File: config.mk
export PLATFORM = sky130hd
export DESIGN_NAME = pfs_supervisor
export DESIGN_NICKNAME = d
export VERILOG_FILES = /design/src/design/pfs_pkg.sv /design/src/design/pfs_supervisor.sv /design/src/design/pfs_sync.sv
export SDC_FILE = /design/constraint.sdc
export NUM_CORES = 1
export LEC_CHECK = 0
export ABC_CLOCK_PERIOD_IN_PS = 2800
export BUFFER_PORTS_ARGS = -buffer_cell sky130_fd_sc_hd__buf_4
export CORE_ASPECT_RATIO = 0.8
export CORE_MARGIN = 3
export CORE_UTILIZATION = 54
export DETAILED_ROUTE_END_ITERATION = 12
export PLACE_DENSITY = 0.78
export SLEW_MARGIN = 20
export SYNTH_ARGS = -nofsm -noshare
export SYNTH_HDL_FRONTEND = slang
export SYNTH_SLANG_ARGS = --single-unit
File: constraint.sdc
create_clock -name core_clk -period 2.8 [get_ports core_clk]
set_clock_uncertainty 0.1 [all_clocks]
set_input_delay 0.14 -clock core_clk [delete_from_list [all_inputs] [get_ports core_clk]]
set_output_delay 0.14 -clock core_clk [all_outputs]
set_load 0.005 [all_outputs]
File: src/design/pfs_pkg.sv
// Constants shared by the predriver fault supervisor
package pfs_pkg;

  // ==========================================================
  // Channel layout
  localparam int NUM_CH = 4;

  // ==========================================================
  // Clock and deglitch timing
  localparam int CLK_FREQ_KHZ = 250_000;
  localparam int OFF_DEGLITCH_MS = 60;
  localparam int OFF_DEGLITCH_CYC = OFF_DEGLITCH_MS * CLK_FREQ_KHZ;
  localparam int TMR_W = 24;

  // ==========================================================
  // Values after reset
  localparam logic [NUM_CH-1:0] GATE_RST = 4'h0;
  localparam logic [NUM_CH-1:0] WORD_RST = 4'h0;
  localparam logic FLAG_RST = 1'b0;
  localparam logic PIN_IDLE = 1'b1;
  localparam logic CS_IDLE = 1'b1;
  localparam int SYNC_STAGES = 2;

endpackage : pfs_pkg

File: src/design/pfs_supervisor.sv
// Fault supervision of a four-channel low-side gate predriver
`timescale 1ns/1ps

// Summary of operation
// - Open-load checked only while the channel gate is off.
// - Gate turning off starts a 60 ms per-channel deglitch mask.
// - Mask covers only the first 60 ms; afterwards drain checked continuously.
// - Drain below reference after deglitch gives open-load fault and raises flag.
// - One serial fault bit per channel, bits 0 to 3.
// - Drain compared to selected reference; internal 1.25 V by default.
// - Over-voltage forces all four gates off.
// - Gates follow commands again once over-voltage clears.
// - Over-voltage asserts the fault flag.
// - Over-voltage never sets a serial fault bit.
// - Under-voltage forces all gates off; resumes automatically when cleared.
// - Under-voltage asserts the fault flag.
// - Under-voltage never sets a serial fault bit.
// - Battery fault suppresses load-fault reporting on flag and serial bits.
// - Load-fault reporting returns once battery fault is gone.
// - Fault gone before chip select falls is not captured.
// - Chip select falling releases flag unless a fault is still present.
// - Serial bits sampled at chip select fall, held while it stays low.
module pfs_supervisor #(
  parameter int NUM_CH = pfs_pkg::NUM_CH,
  parameter int TMR_W = pfs_pkg::TMR_W,
  parameter logic [pfs_pkg::TMR_W-1:0] OFF_DEGLITCH_CYC =
    pfs_pkg::TMR_W'(pfs_pkg::OFF_DEGLITCH_CYC)
) (
  // Clock and reset
  input wire logic core_clk,
  input wire logic rst_b,

  // Commanded gate state from the serial and parallel input logic
  input wire logic [NUM_CH-1:0] gate_cmd,

  // Chip select pin, active low
  input wire logic chip_select_b,

  // Drain comparators: drain below internal or external reference
  input wire logic [NUM_CH-1:0] drain_below_int_ref,
  input wire logic [NUM_CH-1:0] drain_below_ext_ref,
  input wire logic reference_source_select,

  // On-state shorted-load detection per channel
  input wire logic [NUM_CH-1:0] short_load_detect,

  // Battery level indications
  input wire logic bat_over_volt,
  input wire logic bat_under_volt,

  // Gate drive outputs
  output logic [NUM_CH-1:0] gate_drive_outputs,

  // Open-drain fault flag pin
  input wire logic fault_flag_in,
  output logic fault_flag_out,
  output logic fault_flag_oe_b,
  output logic fault_line_low,

  // Fault status
  output logic fault_flag_active,
  output logic [NUM_CH-1:0] serial_fault_word,
  output logic battery_fault
);

  // ==========================================================
  // Input synchronisers
  localparam int SYNC_W = 3 * NUM_CH + 5;

  logic [SYNC_W-1:0] async_bus;
  logic [SYNC_W-1:0] sync_bus;
  // Reset image of the synchroniser: chip select and flag line idle high
  localparam logic [SYNC_W-1:0] SYNC_RST =
    {{(SYNC_W-2){1'b0}}, pfs_pkg::CS_IDLE, pfs_pkg::PIN_IDLE};

  logic [NUM_CH-1:0] below_int_s;
  logic [NUM_CH-1:0] below_ext_s;
  logic [NUM_CH-1:0] short_s;
  logic ref_sel_s;
  logic ov_s;
  logic uv_s;
  logic cs_b_s;
  logic flag_line_s;

  assign async_bus = {drain_below_int_ref, drain_below_ext_ref, short_load_detect,
                      reference_source_select, bat_over_volt, bat_under_volt,
                      chip_select_b, fault_flag_in};

  // Every pin-level indication is retimed before use
  pfs_sync #(
    .W(SYNC_W),
    .RST_VAL(SYNC_RST)
  ) u_sync (
    .core_clk(core_clk),
    .rst_b(rst_b),
    .async_in(async_bus),
    .sync_out(sync_bus)
  );

  assign below_int_s = sync_bus[SYNC_W-1 -: NUM_CH];
  assign below_ext_s = sync_bus[SYNC_W-1-NUM_CH -: NUM_CH];
  assign short_s = sync_bus[SYNC_W-1-2*NUM_CH -: NUM_CH];
  assign ref_sel_s = sync_bus[4];
  assign ov_s = sync_bus[3];
  assign uv_s = sync_bus[2];
  assign cs_b_s = sync_bus[1];
  assign flag_line_s = sync_bus[0];

  // ==========================================================
  // Helpers
  function automatic logic tmr_done(input logic [TMR_W-1:0] cnt);
    tmr_done = (cnt == '0);
  endfunction : tmr_done

  function automatic logic [NUM_CH-1:0] pick_ref(
    input logic sel,
    input logic [NUM_CH-1:0] int_cmp,
    input logic [NUM_CH-1:0] ext_cmp
  );
    pick_ref = sel ? ext_cmp : int_cmp;
  endfunction : pick_ref

  // ==========================================================
  // Battery supervision and gate forcing
  logic bat_fault;
  logic [NUM_CH-1:0] gate_r;
  logic [NUM_CH-1:0] gate_nxt;
  logic [NUM_CH-1:0] gate_fall;

  assign bat_fault = ov_s | uv_s;

  always_comb begin
    // Over- or under-voltage holds every gate off; release is automatic
    gate_nxt = gate_cmd & ~{NUM_CH{bat_fault}};
    gate_fall = gate_r & ~gate_nxt;
  end

  always_ff @(posedge core_clk) begin
    if (!rst_b) begin
      gate_r <= pfs_pkg::GATE_RST;
    end else begin
      gate_r <= gate_nxt;
    end
  end

  // ==========================================================
  // Off-state deglitch timers
  logic [TMR_W-1:0] tmr_r [NUM_CH];
  logic [TMR_W-1:0] tmr_nxt [NUM_CH];

  always_comb begin
    for (int i = 0; i < NUM_CH; i++) begin
      tmr_nxt[i] = tmr_r[i];
      if (gate_fall[i]) begin
        // Each turn-off restarts the mask window
        tmr_nxt[i] = OFF_DEGLITCH_CYC;
      end else if (!gate_r[i] && !tmr_done(tmr_r[i])) begin
        tmr_nxt[i] = tmr_r[i] - TMR_W'(1);
      end
    end
  end

  always_ff @(posedge core_clk) begin
    if (!rst_b) begin
      for (int i = 0; i < NUM_CH; i++) begin
        tmr_r[i] <= OFF_DEGLITCH_CYC;
      end
    end else begin
      for (int i = 0; i < NUM_CH; i++) begin
        tmr_r[i] <= tmr_nxt[i];
      end
    end
  end

  // ==========================================================
  // Load fault qualification
  logic [NUM_CH-1:0] drain_below;
  logic [NUM_CH-1:0] open_load;
  logic [NUM_CH-1:0] load_fault;
  logic any_fault;

  always_comb begin
    // Default internal reference, external one when selected
    drain_below = pick_ref(ref_sel_s, below_int_s, below_ext_s);
    for (int i = 0; i < NUM_CH; i++) begin
      // Only with gate off and past the mask window
      open_load[i] = !gate_r[i] && tmr_done(tmr_r[i]) && drain_below[i];
    end
    // Load faults hidden while the battery is out of range
    load_fault = (open_load | short_s) & ~{NUM_CH{bat_fault}};
    // Battery faults count toward the flag only
    any_fault = bat_fault | (|load_fault);
  end

  // ==========================================================
  // Chip select edges, fault flag and serial fault word
  logic cs_b_d_r;
  logic cs_b_d_nxt;
  logic cs_fall;
  logic cs_rise;
  logic flag_r;
  logic flag_nxt;
  logic pin_r;
  logic pin_nxt;
  logic line_low_r;
  logic line_low_nxt;
  logic bat_r;
  logic bat_nxt;
  logic [NUM_CH-1:0] word_r;
  logic [NUM_CH-1:0] word_nxt;

  always_comb begin
    cs_b_d_nxt = cs_b_s;
    cs_fall = cs_b_d_r & ~cs_b_s;
    cs_rise = ~cs_b_d_r & cs_b_s;

    // A present fault sets the flag and wins over the release
    flag_nxt = any_fault | (flag_r & ~cs_fall);
    pin_nxt = ~flag_nxt;
    line_low_nxt = ~flag_line_s;
    bat_nxt = bat_fault;

    // Only load faults reach the word, one bit per channel
    if (cs_fall) begin
      // Sampled from live state: vanished faults are not captured
      word_nxt = load_fault;
    end else if (!cs_b_s) begin
      word_nxt = word_r;
    end else if (cs_rise) begin
      word_nxt = pfs_pkg::WORD_RST;
    end else begin
      word_nxt = load_fault;
    end
  end

  always_ff @(posedge core_clk) begin
    if (!rst_b) begin
      cs_b_d_r <= pfs_pkg::CS_IDLE;
      flag_r <= pfs_pkg::FLAG_RST;
      pin_r <= pfs_pkg::PIN_IDLE;
      line_low_r <= 1'b0;
      bat_r <= 1'b0;
      word_r <= pfs_pkg::WORD_RST;
    end else begin
      cs_b_d_r <= cs_b_d_nxt;
      flag_r <= flag_nxt;
      pin_r <= pin_nxt;
      line_low_r <= line_low_nxt;
      bat_r <= bat_nxt;
      word_r <= word_nxt;
    end
  end

  // ==========================================================
  // Outputs
  assign gate_drive_outputs = gate_r;
  assign fault_flag_out = pin_r;
  assign fault_flag_oe_b = pin_r;
  assign fault_line_low = line_low_r;
  assign fault_flag_active = flag_r;
  assign serial_fault_word = word_r;
  assign battery_fault = bat_r;

endmodule : pfs_supervisor

File: src/design/pfs_sync.sv
// Two-stage synchroniser for a vector of asynchronous levels
`timescale 1ns/1ps

module pfs_sync #(
  parameter int W = 1,
  parameter logic [W-1:0] RST_VAL = '0
) (
  // Clock and reset
  input wire logic core_clk,
  input wire logic rst_b,
  // Levels
  input wire logic [W-1:0] async_in,
  output logic [W-1:0] sync_out
);

  // ==========================================================
  // Flops
  logic [W-1:0] meta_r;
  logic [W-1:0] meta_nxt;
  logic [W-1:0] sync_r;
  logic [W-1:0] sync_nxt;

  always_comb begin
    meta_nxt = async_in;
    sync_nxt = meta_r;
  end

  always_ff @(posedge core_clk) begin
    if (!rst_b) begin
      meta_r <= RST_VAL;
      sync_r <= RST_VAL;
    end else begin
      meta_r <= meta_nxt;
      sync_r <= sync_nxt;
    end
  end

  assign sync_out = sync_r;

endmodule : pfs_sync

==> flow_summary.toml <==
[route]
vias_per_cell = 5.55
ant_nets = 0
wire_per_inst_um = 15.0
route.met2.wl_mm = 6.36
route.vias.total = 4797
drtIter0Drc = 231
met1Wirelength_mm = 5.94
drc_errors = 0
totalWireLength_mm = 13.0
top_layer_used = "met4"
dr_wl_met3_um = 495
dr.pass1.iters = 4

[final_layout]
final_common_cell = "dfxtp_1"
final-seq-area_sq_um = 2860
final_cells = 865
utilization_pct = 68.7
multi_input_area_sq_um = 2870
fill_cells = 793
layout-drive-gt1-share_pct = 13.5
syn_to_final_growth_pct = 22.1
final_nets = 743
final_cell_mix = "143 x dfxtp_1, 65 x nor2_1, 55 x nand2_1, 50 x buf_4, 39 x xnor2_1"
diodes = 0

[timing]
tightestPinTransition_ns = 0.653
fin_crit_sh_pct = 95.9
fin_tns_setup_ns = 0
timing.final.hold_violations = 0
rsz0062_at_grt = "false"
relSlewSlack_pct = 56.2
fmax_mhz = 372
final-max-slew-violation-count = 0
setup_viol = 0
period_minus_slack_ns = 2.69

[synth]
synth_async_sr_flop_share_pct = 0
yosysWarnings = 0
ys_seq_area_share_pct = 48.9
yosysUniqueCellTypes = 49
synth.cell_area_sq_um = 5850
netlist_instances = 646
syn_nets = 677
syn_avg_cell_area_sq_um = 9.06
ys_ff_latch = 143
yosys_most_used_dff = "dfxtp_1"
synth-edff-count = 0

[flow_run]
cap_viol_max_count = 0

[critical_path]
crit_type = "flip-flop to flip-flop"
timing.rr.end = "tmr_r[3][22]"
r2r_cells = 7
crit_arrival_ns = 2.88
rrSetupSlack_ns = 0.11
critPathMaxFanout = 6
required_ns = 3.00
r2r_start = "tmr_r[3][2]"
crit_path_end_kind = "flip-flop"
start_kind = "flip-flop"

[die]
die_w_um = 122
rows = 33
die-area_sq_um = 12100
ios = 36
core_sq_um = 10400
die_y_um = 99.1
initial_utilization_pct = 56.3

[clock_network]
cts_tree = "yes"
clock_latency_ns = 0.42
root_buffer = "clkbuf_16"
clock_sinks = 143
h-tree-depth = 4
path_clk_slew_ns = 0.06
clockBufferDepth = 2
numCtsBuffers = 17

[grt]
grt_first_pass_wirelength_mm = 21.6
overflow = 0
antenna_found_initial = 0
grt_max_degree = 55
grt_use_total_pct = 22.2
grt_pass1_vias = 4655

[min_path]
min_from = "rst_b"
min_path_type = "primary input to flip-flop"
whs_endpoint = "u_sync.sync_out[1]"
min_path_cells = 3

[power_and_ir_drop]
ir_drop_v = 0.000543
power.density_nw_per_um2 = 731
p_leak_uw = 0.00263

[placement]
gp_congestion = 0.826
dp.cells = 812
hpwl_mm = 8.23
numPortBuffers = 35

[status]
status = "complete, no violations"
per-layer routing:
layer  global-route usage [%]  up-vias
met5                        0        -
met4                     6.71        0
met3                     6.20       16
met2                     37.0       98
met1                     28.2     2296
li1                         -     2387
power breakdown:
part / internal [uW] / switching, uW
Clock: 1410 / 912
Sequential: 2160 / 122
Combinational: 292 / 331
worst max-delay path: stages, from the launching register on:
cell	delay, ns
dfxtp_1	0.36
or4_4	0.58
or4_4	0.52
or3_1	0.38
buf_4	0.17
nor4_1	0.24
xnor2_1	0.16
nand2_1	0.06
layout make-up:
| cell class | instances | area share [%] |
|---|---|---|
| multi-input cells | 469 | 40.2 |
| flip-flops and latches | 143 | 40.1 |
| repair buffers | 71 | 8.19 |
| clock buffers | 20 | 6.53 |
| well taps | 140 | 2.45 |
| clock inverters | 12 | 2.07 |
| inverters | 10 | 0.525 |
timing repair:
| item | in CTS | in global routing |
|---|---|---|
| endpoints found under the hold margin | 21 | 0 |
| setup buffers | 0 | 0 |
| hold buffers | 21 | 0 |
| gates resized for setup | 0 | 4 |
| endpoints found under the setup margin | 0 | 19 |
worst max path at each step:
stage	startpoint	depth (start not counted)	to	slack [ns]
2_1_floorplan	tmr_r[3][2]	7	tmr_r[3][18]	0.12
3_3_place_gp	tmr_r[3][2]	6	tmr_r[3][18]	0.18
3_5_place_dp	tmr_r[3][2]	7	tmr_r[3][22]	0.14
4_1_cts	tmr_r[3][0]	8	tmr_r[3][5]	0.11
5_1_grt	tmr_r[3][0]	8	serial_fault_word[3]	0.01
6_report	tmr_r[3][2]	7	tmr_r[3][22]	0.11
Yosys cell counts, types with 4 or more instances:
| library cell | instances | area share, % |
|---|---|---|
| dfxtp_1 | 143 | 49 |
| nor2_1 | 65 | 4.2 |
| nand2_1 | 55 | 3.5 |
| xnor2_1 | 39 | 5.8 |
| and2_1 | 38 | 4.1 |
| nor3_1 | 31 | 2.7 |
| xor2_1 | 27 | 4.0 |
| nor4_1 | 26 | 2.8 |
| nand3_1 | 25 | 2.1 |
| o21ai_0 | 21 | 1.8 |
| clkbuf_1 | 19 | 1.2 |
| or3_1 | 17 | 1.8 |
| a21oi_1 | 15 | 1.3 |
| nand4_1 | 14 | 1.5 |
| or4_1 | 13 | 1.7 |
| inv_1 | 10 | 0.64 |
| nand2b_1 | 10 | 1.1 |
| ha_1 | 8 | 1.7 |
| and3_1 | 7 | 0.75 |
| nor2b_1 | 7 | 0.75 |
| nand3b_1 | 6 | 0.77 |
| a211oi_1 | 4 | 0.51 |
kinds of logic after synthesis:
| group | count (synthesis) | synth area share (%) |
|---|---|---|
| AO/OA/AOI/OAI | 58 | 5.96 |
| XOR/XNOR | 66 | 9.88 |
| adder cells (fa/ha/maj) | 8 | 1.71 |
| buffers and inverters | 34 | 2.27 |
| flip-flops | 143 | 48.9 |
| multiplexers | 4 | 0.727 |
| AND/OR/NAND/NOR | 333 | 30.5 |
sequential cells by signal, summed over array words and instances, names as in the netlist:
register,cells
cs_b_d_r,1
fault_flag_oe_b,1
u_sync.meta_r,17
gate_drive_outputs,4
fault_line_low,1
fault_flag_active,1
u_sync.sync_out,17
battery_fault,1
tmr_r,96
serial_fault_word,4
per-stage QoR:
step / power [uW] / worst slack, ns / instance area, sq um / hold slack (ns)
2_1_floorplan: 2720 / 0.120 / 5850 / 0.141
3_3_place_gp: 2870 / 0.179 / 6310 / 0.223
3_5_place_dp: 2910 / 0.137 / 6310 / 0.235
4_1_cts: 5260 / 0.107 / 7130 / 0.149
5_1_grt: 5440 / 0.0114 / 7150 / 0.187
6_report: 5230 / 0.115 / 7150 / 0.173
(Power assumes the default switching activity.)
